[src/rtl/cycle_resize_params.svh]
`ifndef CYCLE_RESIZE_PARAMS_SVH
`define CYCLE_RESIZE_PARAMS_SVH

`define OFS_CYCLE_END 12'h000
`define OFS_PENDING 12'h004
`define OFS_EVENT_FLAGS 12'h008
`define OFS_RUN_CFG 12'h00C
`define OFS_HEARD_LO 12'h010
`define OFS_HEARD_HI 12'h014
`define OFS_NODE_CFG 12'h018

`define CYCLE_END_RESET 6'h3F
`define PENDING_RESET 6'h00
`define NODE_CFG_RESET 32'h0000_0100

`define BIT_OVERLAP 8
`define BIT_HALTED_SEEN 10
`define BIT_START 8
`define BIT_RUNNING 9
`define BIT_EN_OVERLAP 16
`define BIT_EN_DONE 17
`define BIT_EN_HALTED 18

`define RESIZE_REPEATS 3'd4
`define PUBLIC_FRAMES 7'h02

`endif

[src/rtl/cycle_resize_pkg.sv]
package cycle_resize_pkg;
	typedef enum logic [3:0] {
		PH_IDLE = 4'b0001,
		PH_RUN = 4'b0010,
		PH_BREAK = 4'b0100,
		PH_HALT = 4'b1000
	} phase_t;

	typedef enum logic [1:0] {
		PKT_DATA = 2'b00,
		PKT_RESIZE = 2'b01,
		PKT_BREAK = 2'b10,
		PKT_OTHER = 2'b11
	} pkt_kind_t;
endpackage

[src/rtl/cycle_resize_manager.sv]
// Operation
// - before start, peer packets still update heard map, cycle end, slot sync and halted-peer flag only
// - cycle end field resets to 63; other values mean resized cycle
// - slot timer readable in run config bits 0 to 6 always
// - with no peers the slot timer free-runs on local time base
// - heard map bits outside own span in public frames show active stations
// - accepted pending value sent four times, then pending clears to zero
// - pending writes ignored unless device is in the running phase
// - pending values below own span's last address are rejected
// - each station adopts a peer's new cycle end unless its own pending resize wins; done trigger raised if the value changes
// - simultaneous resizes: lowest station address wins
// - higher-priority resize while pending holds a value sets overlap flag
// - overlap flag cleared only by writing one
// - overlap trigger only on the flag's rise from zero
// - an overlap from a clear flag raises overlap and done triggers together when enabled
// - break phase entered if span exceeds cycle end at start, or after halt
// - break phase sends break packets in public frames
// - received break packet sets the halted-peer flag
// - writing one clears halted-peer flag; later breaks set it again
// - halted-peer trigger only on the flag's rise from zero
//
// The register addresses and the APB slave port were chosen for this implementation.
`timescale 1ns/1ps
`include "cycle_resize_params.svh"
module cycle_resize_manager #(
	parameter int SLOT_CYCLES = 32
) (
	input wire logic CLK_IN,
	input wire logic NRST_IN,
	input wire logic PSEL_IN,
	input wire logic PENABLE_IN,
	input wire logic PWRITE_IN,
	input wire logic [11:0] PADDR_IN,
	input wire logic [31:0] PWDATA_IN,
	output logic [31:0] PRDATA_OUT,
	output logic PREADY_OUT,
	output logic PSLVERR_OUT,
	input wire logic RX_VALID_IN,
	input wire cycle_resize_pkg::pkt_kind_t RX_KIND_IN,
	input wire logic [5:0] RX_SRC_IN,
	input wire logic [5:0] RX_CYCLE_END_IN,
	input wire logic CYCLE_LOSS_IN,
	output logic TX_REQ_OUT,
	output cycle_resize_pkg::pkt_kind_t TX_KIND_OUT,
	output logic [5:0] TX_CYCLE_END_OUT,
	output logic PAYLOAD_ACCEPT_OUT,
	output logic OVERLAP_TRIG_OUT,
	output logic DONE_TRIG_OUT,
	output logic HALTED_TRIG_OUT
);
	import cycle_resize_pkg::*;

	localparam logic [6:0] ST_MAX = 7'h7F;
	localparam logic [31:0] NODE_CFG_INIT = `NODE_CFG_RESET;

	phase_t phase_r;
	logic [5:0] cycle_end_index_r;
	logic [5:0] pending_cycle_end_r;
	logic [2:0] sent_cnt_r;
	logic [6:0] slot_timer_r;
	logic [15:0] presc_r;
	logic [63:0] heard_peer_map_r;
	logic overlap_flag_r;
	logic halted_peer_seen_r;
	logic start_r;
	logic [5:0] node_id_r;
	logic [5:0] span_r;
	logic en_overlap_r;
	logic en_done_r;
	logic en_halted_r;
	logic [31:0] prdata_r;
	logic tx_req_r;
	pkt_kind_t tx_kind_r;
	logic [5:0] tx_fs_r;
	logic ovl_trig_r;
	logic done_trig_r;
	logic halt_trig_r;
	logic was_halted_r;

	logic wr_acc;
	logic rd_setup;
	logic mapped;
	logic slot_tick;
	logic [6:0] st_next;
	logic [6:0] own_last;
	logic rx_resize;
	logic peer_wins;
	logic ovl_event;
	logic peer_adopt;
	logic own_send;
	logic own_done;
	logic pend_wr_ok;
	logic ovl_clr;
	logic halt_clr;
	logic break_rx;
	logic sel_pending;
	logic sel_flags;
	logic sel_run_cfg;
	logic sel_node_cfg;
	logic span_short;
	logic break_exit;
	logic in_public;
	logic send_break;
	logic adopt_diff;

	assign wr_acc = PSEL_IN & PENABLE_IN & PWRITE_IN;
	assign rd_setup = PSEL_IN & ~PENABLE_IN & ~PWRITE_IN;
	assign sel_pending = (PADDR_IN == `OFS_PENDING);
	assign sel_flags = (PADDR_IN == `OFS_EVENT_FLAGS);
	assign sel_run_cfg = (PADDR_IN == `OFS_RUN_CFG);
	assign sel_node_cfg = (PADDR_IN == `OFS_NODE_CFG);
	assign mapped = (PADDR_IN == `OFS_CYCLE_END) || (PADDR_IN == `OFS_PENDING) ||
		(PADDR_IN == `OFS_EVENT_FLAGS) || (PADDR_IN == `OFS_RUN_CFG) ||
		(PADDR_IN == `OFS_HEARD_LO) || (PADDR_IN == `OFS_HEARD_HI) ||
		(PADDR_IN == `OFS_NODE_CFG);
	// zero wait states: read data is captured in the setup cycle
	assign PREADY_OUT = 1'b1;
	assign PSLVERR_OUT = PSEL_IN & PENABLE_IN & ~mapped;
	assign PRDATA_OUT = prdata_r;

	// last slot of own span, widened so a large span cannot wrap
	assign own_last = {1'b0, node_id_r} + {1'b0, span_r} - 7'h01;

	// slot timing
	assign slot_tick = (presc_r == 16'(SLOT_CYCLES - 1));
	assign st_next = (slot_timer_r >= ({1'b0, cycle_end_index_r} + `PUBLIC_FRAMES)) ? 7'h00 :
		((slot_timer_r == ST_MAX) ? 7'h00 : slot_timer_r + 7'h01);

	// resize arbitration
	assign rx_resize = RX_VALID_IN && (RX_KIND_IN == PKT_RESIZE) && (RX_SRC_IN != node_id_r);
	assign peer_wins = RX_SRC_IN < node_id_r;
	assign ovl_event = rx_resize && (pending_cycle_end_r != 6'h00) && peer_wins;
	assign peer_adopt = rx_resize && ((pending_cycle_end_r == 6'h00) || peer_wins);
	assign own_send = slot_tick && (phase_r == PH_RUN) && (pending_cycle_end_r != 6'h00) &&
		(st_next == {1'b0, node_id_r}) && !ovl_event;
	assign own_done = own_send && (sent_cnt_r == (`RESIZE_REPEATS - 3'd1));
	assign pend_wr_ok = wr_acc && sel_pending && (phase_r == PH_RUN) &&
		(pending_cycle_end_r == 6'h00) && (PWDATA_IN[5:0] != 6'h00) &&
		({1'b0, PWDATA_IN[5:0]} >= own_last);
	assign adopt_diff = peer_adopt && (RX_CYCLE_END_IN != cycle_end_index_r);

	assign ovl_clr = wr_acc && sel_flags && PWDATA_IN[`BIT_OVERLAP];
	assign halt_clr = wr_acc && sel_flags && PWDATA_IN[`BIT_HALTED_SEEN];
	assign break_rx = RX_VALID_IN && (RX_KIND_IN == PKT_BREAK);

	// break while span is uncovered, or after a halt until a peer resize is adopted
	assign span_short = (own_last > {1'b0, cycle_end_index_r});
	assign break_exit = !span_short && !was_halted_r;
	assign in_public = (st_next > {1'b0, cycle_end_index_r});
	assign send_break = slot_tick && in_public &&
		((phase_r == PH_BREAK) || (was_halted_r && (phase_r == PH_IDLE) && start_r));

	// payload use only once running; before that packets only steer timing, maps, cycle end and the halted-peer flag
	assign PAYLOAD_ACCEPT_OUT = (phase_r == PH_RUN);
	assign TX_REQ_OUT = tx_req_r;
	assign TX_KIND_OUT = tx_kind_r;
	assign TX_CYCLE_END_OUT = tx_fs_r;
	assign OVERLAP_TRIG_OUT = ovl_trig_r;
	assign DONE_TRIG_OUT = done_trig_r;
	assign HALTED_TRIG_OUT = halt_trig_r;

	always_ff @(posedge CLK_IN or negedge NRST_IN) begin
		if (!NRST_IN) begin
			presc_r <= 16'h0000;
			slot_timer_r <= 7'h00;
		end else if (RX_VALID_IN && (RX_KIND_IN == PKT_DATA)) begin
			// re-align to the sender's slot, even before start
			presc_r <= 16'h0000;
			slot_timer_r <= {1'b0, RX_SRC_IN};
		end else if (slot_tick) begin
			presc_r <= 16'h0000;
			slot_timer_r <= st_next;
		end else begin
			presc_r <= presc_r + 16'h0001;
		end
	end

	always_ff @(posedge CLK_IN or negedge NRST_IN) begin
		if (!NRST_IN) begin
			heard_peer_map_r <= 64'h0000_0000_0000_0000;
		end else if (RX_VALID_IN && (RX_KIND_IN == PKT_DATA)) begin
			heard_peer_map_r[RX_SRC_IN] <= 1'b1;
		end else if (slot_tick && (st_next == 7'h00)) begin
			// map covers one cycle, so stale peers drop out each wrap
			heard_peer_map_r <= 64'h0000_0000_0000_0000;
		end
	end

	always_ff @(posedge CLK_IN or negedge NRST_IN) begin
		if (!NRST_IN) begin
			cycle_end_index_r <= `CYCLE_END_RESET;
		end else if (own_done) begin
			cycle_end_index_r <= pending_cycle_end_r;
		end else if (peer_adopt) begin
			cycle_end_index_r <= RX_CYCLE_END_IN;
		end
	end

	always_ff @(posedge CLK_IN or negedge NRST_IN) begin
		if (!NRST_IN) begin
			pending_cycle_end_r <= `PENDING_RESET;
			sent_cnt_r <= 3'd0;
		end else if (ovl_event || own_done || (phase_r != PH_RUN)) begin
			pending_cycle_end_r <= 6'h00;
			sent_cnt_r <= 3'd0;
		end else if (pend_wr_ok) begin
			pending_cycle_end_r <= PWDATA_IN[5:0];
			sent_cnt_r <= 3'd0;
		end else if (own_send) begin
			sent_cnt_r <= sent_cnt_r + 3'd1;
		end
	end

	always_ff @(posedge CLK_IN or negedge NRST_IN) begin
		if (!NRST_IN) begin
			phase_r <= PH_IDLE;
		end else begin
			case (phase_r)
				PH_IDLE: begin
					if (start_r) begin
						phase_r <= (span_short || was_halted_r) ? PH_BREAK : PH_RUN;
					end
				end
				PH_RUN: begin
					if (!start_r) begin
						phase_r <= PH_IDLE;
					end else if (CYCLE_LOSS_IN) begin
						phase_r <= PH_HALT;
					end
				end
				PH_BREAK: begin
					if (!start_r) begin
						phase_r <= PH_IDLE;
					end else if (break_exit) begin
						phase_r <= PH_RUN;
					end
				end
				PH_HALT: begin
					// restart is signalled by software dropping and raising start
					if (!start_r) begin
						phase_r <= PH_IDLE;
					end
				end
				default: begin
					phase_r <= PH_IDLE;
				end
			endcase
		end
	end

	// a halt followed by restart always passes through break
	always_ff @(posedge CLK_IN or negedge NRST_IN) begin
		if (!NRST_IN) begin
			was_halted_r <= 1'b0;
		end else if (phase_r == PH_HALT) begin
			was_halted_r <= 1'b1;
		end else if ((phase_r == PH_RUN) || (peer_adopt && (phase_r == PH_BREAK))) begin
			was_halted_r <= 1'b0;
		end
	end

	always_ff @(posedge CLK_IN or negedge NRST_IN) begin
		if (!NRST_IN) begin
			tx_req_r <= 1'b0;
			tx_kind_r <= PKT_OTHER;
			tx_fs_r <= 6'h00;
		end else if (own_send) begin
			tx_req_r <= 1'b1;
			tx_kind_r <= PKT_RESIZE;
			tx_fs_r <= pending_cycle_end_r;
		end else if (send_break) begin
			tx_req_r <= 1'b1;
			tx_kind_r <= PKT_BREAK;
			tx_fs_r <= cycle_end_index_r;
		end else begin
			tx_req_r <= 1'b0;
		end
	end

	always_ff @(posedge CLK_IN or negedge NRST_IN) begin
		if (!NRST_IN) begin
			overlap_flag_r <= 1'b0;
		end else begin
			// a new event in the clearing cycle keeps the flag set
			overlap_flag_r <= ovl_event | (overlap_flag_r & ~ovl_clr);
		end
	end

	always_ff @(posedge CLK_IN or negedge NRST_IN) begin
		if (!NRST_IN) begin
			halted_peer_seen_r <= 1'b0;
		end else begin
			halted_peer_seen_r <= break_rx | (halted_peer_seen_r & ~halt_clr);
		end
	end

	// overlap and halted-peer triggers fire on the flag's rise only, so repeats stay one interrupt
	always_ff @(posedge CLK_IN or negedge NRST_IN) begin
		if (!NRST_IN) begin
			ovl_trig_r <= 1'b0;
		end else begin
			ovl_trig_r <= en_overlap_r & ovl_event & ~overlap_flag_r;
		end
	end

	always_ff @(posedge CLK_IN or negedge NRST_IN) begin
		if (!NRST_IN) begin
			done_trig_r <= 1'b0;
		end else begin
			done_trig_r <= en_done_r & (ovl_event | own_done | adopt_diff);
		end
	end

	always_ff @(posedge CLK_IN or negedge NRST_IN) begin
		if (!NRST_IN) begin
			halt_trig_r <= 1'b0;
		end else begin
			halt_trig_r <= en_halted_r & break_rx & ~halted_peer_seen_r;
		end
	end

	always_ff @(posedge CLK_IN or negedge NRST_IN) begin
		if (!NRST_IN) begin
			start_r <= 1'b0;
		end else if (wr_acc && sel_run_cfg) begin
			start_r <= PWDATA_IN[`BIT_START];
		end
	end

	always_ff @(posedge CLK_IN or negedge NRST_IN) begin
		if (!NRST_IN) begin
			node_id_r <= NODE_CFG_INIT[5:0];
			span_r <= NODE_CFG_INIT[13:8];
			en_overlap_r <= 1'b0;
			en_done_r <= 1'b0;
			en_halted_r <= 1'b0;
		end else if (wr_acc && sel_node_cfg && (phase_r == PH_IDLE)) begin
			// identity may only change while stopped
			node_id_r <= PWDATA_IN[5:0];
			span_r <= (PWDATA_IN[13:8] == 6'h00) ? 6'h01 : PWDATA_IN[13:8];
			en_overlap_r <= PWDATA_IN[`BIT_EN_OVERLAP];
			en_done_r <= PWDATA_IN[`BIT_EN_DONE];
			en_halted_r <= PWDATA_IN[`BIT_EN_HALTED];
		end else if (wr_acc && sel_node_cfg) begin
			en_overlap_r <= PWDATA_IN[`BIT_EN_OVERLAP];
			en_done_r <= PWDATA_IN[`BIT_EN_DONE];
			en_halted_r <= PWDATA_IN[`BIT_EN_HALTED];
		end
	end

	always_ff @(posedge CLK_IN or negedge NRST_IN) begin
		if (!NRST_IN) begin
			prdata_r <= 32'h0000_0000;
		end else if (rd_setup) begin
			case (PADDR_IN)
				`OFS_CYCLE_END: prdata_r <= {26'h000_0000, cycle_end_index_r};
				`OFS_PENDING: prdata_r <= {26'h000_0000, pending_cycle_end_r};
				`OFS_EVENT_FLAGS: prdata_r <= {21'h00_0000, halted_peer_seen_r, 1'b0, overlap_flag_r,
					8'h00};
				`OFS_RUN_CFG: prdata_r <= {22'h00_0000, (phase_r == PH_RUN), start_r, 1'b0,
					slot_timer_r};
				`OFS_HEARD_LO: prdata_r <= heard_peer_map_r[31:0];
				`OFS_HEARD_HI: prdata_r <= heard_peer_map_r[63:32];
				`OFS_NODE_CFG: prdata_r <= {13'h0000, en_halted_r, en_done_r, en_overlap_r, 2'b00,
					span_r, 2'b00, node_id_r};
				default: prdata_r <= 32'h0000_0000;
			endcase
		end
	end
endmodule

[config.mk]
export PLATFORM = sky130hd
export DESIGN_NAME = cycle_resize_manager
export DESIGN_NICKNAME = d
export VERILOG_FILES = /design/src/rtl/cycle_resize_pkg.sv /design/src/rtl/cycle_resize_manager.sv
export VERILOG_INCLUDE_DIRS = /design/src /design/src/rtl
export SDC_FILE = /design/constraint.sdc
export NUM_CORES = 1
export LEC_CHECK = 0
export ABC_AREA = 0
export ABC_CLOCK_PERIOD_IN_PS = 8100
export CAP_MARGIN = 25
export CORE_MARGIN = 2
export CORE_UTILIZATION = 55
export CTS_BUF_LIST = sky130_fd_sc_hd__clkbuf_8 sky130_fd_sc_hd__clkbuf_16
export DETAILED_ROUTE_END_ITERATION = 12
export DONT_BUFFER_PORTS = 1
export PLACE_DENSITY = 0.72
export SLEW_MARGIN = 20
export SYNTH_ARGS = -nofsm -noshare
export SYNTH_HDL_FRONTEND = slang
export SYNTH_SLANG_ARGS = --single-unit
export TNS_END_PERCENT = 50
[constraint.sdc]
create_clock -name CLK_IN -period 8.1 [get_ports CLK_IN]
set_input_delay 0.405 -clock CLK_IN [delete_from_list [all_inputs] [get_ports CLK_IN]]
set_output_delay 0.405 -clock CLK_IN [all_outputs]
set_load 0.1 [all_outputs]
==> key figures <==
Finish
  – Area growth syn-to-layout: 8.53%
  – ANT cells: 0
  – Core Util, Final: 60.5%
  – Final cell count without fillers: 1194
  – Final Cell Area: ~0.01 mm2
  – Post-layout nets: roughly 1100
  – Fillers: 1414
  – Layout cells sized above 1: 8.73%

Clock tree
  – Reg clk slew, reported paths: ~0.07 ns
  – Num CTS Buffers: 17
  – CTS HTree Levels: 4
  – Max Root-Sink Buffers: 2
  – TritonCTS clock tree: done
  – Clock Latency Late Sink: roughly 0.43 ns
  – Cts repair resizes: 0
  – Root Buffer Master: clkbuf_16
  – Hold Buf Count CTS: 1
  – CTS Sinks: 169
  – Post-CTS Setup Bufs: 0

STA
  – Worst clock skew: 0.00955 ns
  – RSZ-0062 raised after global routing: false
  – Setup Viol. Count Final: 0
  – Crit share post-route: 52.1%
  – Final worst setup slack: 3.88 ns
  – Slew headroom: 35.0%
  – Crit path time final: 4.22 ns
  – Max-slew violations: 0
  – Setup TNS: 0 ns
  – Hold Vio Cnt, Final: 27
  – Min Hold Slack: -0.0717 ns
  – Worst Max-Slew Pin Slew: 0.968 ns
  – Fmax: 237 MHz

Yosys
  – Synth Area per Inst: ~9.3 um2
  – Number of flops mapped to enable cells by yosys: 0
  – Most frequent cells after synthesis: dfrtp_1 (159), nor2_1 (134), a21oi_1 (94), nand2_1 (88), o21ai_0 (59)
  – Synth warnings: 0
  – Synth Register Bits: 169
  – Post-synthesis sequential area ratio: 46.2%
  – Mapped cell area: 0.00918 mm2
  – Synth unique cells: 69
  – Syn Inst Count: just under 1000
  – Top-count cell post-synth: dfrtp_1
  – Synth area leaders: dfrtp_1 (43%), ha_1 (6.4%), nor2_1 (5.5%)
  – Ys flop type: dfrtp_1
  – Post-synth ARST share: 100%
  – Syn Nets: 1100
  – Synth area leader: dfrtp_1
  – Top cell type's share of synthesized area: 43.3%

Placement
  – Placed Cells: 1161
  – Port Buffer Count: 0
  – Post-DP HPWL: around 17000 um
  – Area post-placement: about 0.0093 mm2
  – GP Congestion: 0.884
  – Place WS: 3.95 ns

Setup path
  – Crit path buf inv count: 0
  – Most common cell on crit path: ha_1
  – CP Launch Type: flop
  – Critical path cell sequence: ha_1 -> nand3_1 -> xnor2_1 -> ha_1 -> o21ai_0 -> nor2_1 -> a211oi_2 -> nand2_1 -> nand2b_1 -> ha_1 -> nand3_1 -> nor2_1 -> a21oi_1 -> o21ai_1 -> mux2i_1 -> a21oi_1
  – Largest stage delay, worst path: 0.68 ns
  – Worst Setup End Kind: flop
  – CP required: 8.41 ns
  – Crit path DAT: 4.53 ns
  – Top delay family on crit path: compound AO/OA/AOI/OAI gates
  – Slowest CP cell: dfstp_2
  – CP Max Fanout: 9
  – Critical Setup Path Class: reg2reg
  – WP depth: 16
  – Worst R2R Path Depth: 16

Floorplanning
  – Die Wd: 133 um
  – Die area: ~0.018 mm2
  – Initial Util: around 56%
  – Die height: between 100 and 150 um
  – Total core area: around 0.016 mm2
  – Rows: 47
  – I/O pin count: 112

GRT
  – Vias in the first global route: 7043
  – GR Util All Layers: 27.5%
  – Global-route wire length before repair: ~38000 um
  – Gr ovfl total: 0
  – Largest net degree at the start of global routing: 170
  – Antenna violations before repair: 0

Hold path
  – HP Class: in2async

Power
  – LEAKAGE: between 4 and 5 nW
  – Power density over cell area: 219 mW/mm2
  – Worst vdd rail ir drop: 165 uV
  – Power, Total: 2.19 mW

Routing
  – Antenna Violating Nets Remaining: 0
  – Post-Route WL: 23600 um
  – Via-per-instance ratio: approximately 6
  – # DRC: 0
  – Drt wl/cell: ~20 um
  – Vias: 7299
  – Starting DRT DRC Count: 824
  – DR pass1 iterations: 9

Run status
  – Failing checks: hold timing
  – Outcome: complete, but fails checks

Run
  – Max-Cap Viols: 0
-- metal layers --
metal | wire [um] | global-route usage (%)
met5 | 0 | 0
met4 | 475 | 8.39
met3 | 1910 | 7.04
met2 | 10600 | 40.8
met1 | 10600 | 39.9
-- logic make-up (layout without fill, tap and decap cells) --
family | after synthesis | after routing | synth area share [%]
xor+xnor | 32 | 32 | 3.05
compound gates | 252 | 252 | 17.4
other cells | 1 | 1 | 0.0408
buf+inv | 101 | 88 | 4.39
fa+ha+maj | 48 | 48 | 6.62
mux | 40 | 40 | 4.58
simple gates | 344 | 344 | 17.7
flops | 169 | 169 | 46.2
-- layout make-up --
cell class	instances	area, um2	area share (%)
clock inverter	13	183	1.83
inverter	51	191	1.92
tap	220	275	2.76
timing repair buffer	5	57.6	0.578
sequential	169	4240	42.6
clock buffer	19	453	4.54
multi-input combinational	717	4560	45.8
-- where the power goes --
| group | internal, mW | switching [mW] | total [mW] |
|---|---|---|---|
| clock network | 0.511 | 0.364 | 0.875 |
| registers | 0.901 | 0.0638 | 0.965 |
| logic | 0.136 | 0.211 | 0.347 |
-- final timing paths --
path	endpoint	slack (ns)	from
min in group CLK_IN	span_r[1]$_DFFE_PN0P_	0.09	PWDATA_IN[9]
max reg2reg	TX_CYCLE_END_OUT[1]$_DFFE_PN0P_	3.88	cycle_end_index_r[1]$_DFFE_PN1P_
min reg2reg	presc_r[0]$_DFF_PN0_	0.50	presc_r[0]$_DFF_PN0_
min	presc_r[8]$_DFF_PN0_	-0.07	NRST_IN
max	TX_CYCLE_END_OUT[1]$_DFFE_PN0P_	3.88	cycle_end_index_r[1]$_DFFE_PN1P_
max in group asynchronous	TX_CYCLE_END_OUT[0]$_DFFE_PN0P_	7.46	NRST_IN
-- layout by cell type, fill, tap and decap left out, drive strengths merged, types with 5 or more instances in the layout --
cell,instances
nand2,88
o21a,5
mux2,13
a222oi,7
nand4,5
a21oi,94
a211oi,12
xor2,19
nor3b,7
clkbuf,19
ha,47
buf,5
xnor2,13
nor2b,9
a22o,10
dfstp,10
mux2i,27
nand2b,12
a22oi,26
inv,56
and3,8
o21ai,62
nor2,135
or3,5
o22ai,7
nor4,9
dfrtp,159
nand3,22
nor3,25
-- worst reg2reg max path, delay by kind of cell (launching register included) --
kind	cells	cell delay (ns)
adders and majority gates	3	0.83
and+or+nand+nor	6	0.74
muxes	1	0.26
xor gates and xnor gates	1	0.14
DFF	1	0.68
AOI/OAI and AO/OA	5	1.46
-- state kept, by name, summed over array words and instances, names as in the netlist, 3 cells and up --
register             count
cycle_end_index_r        6
PRDATA_OUT              32
pending_cycle_end_r      6
sent_cnt_r               3
heard_peer_map_r        64
node_id_r                6
TX_CYCLE_END_OUT         6
presc_r                 16
phase_r                  4
span_r                   6
slot_timer_r             7
Note: power is estimated with default switching activity, not from simulation.
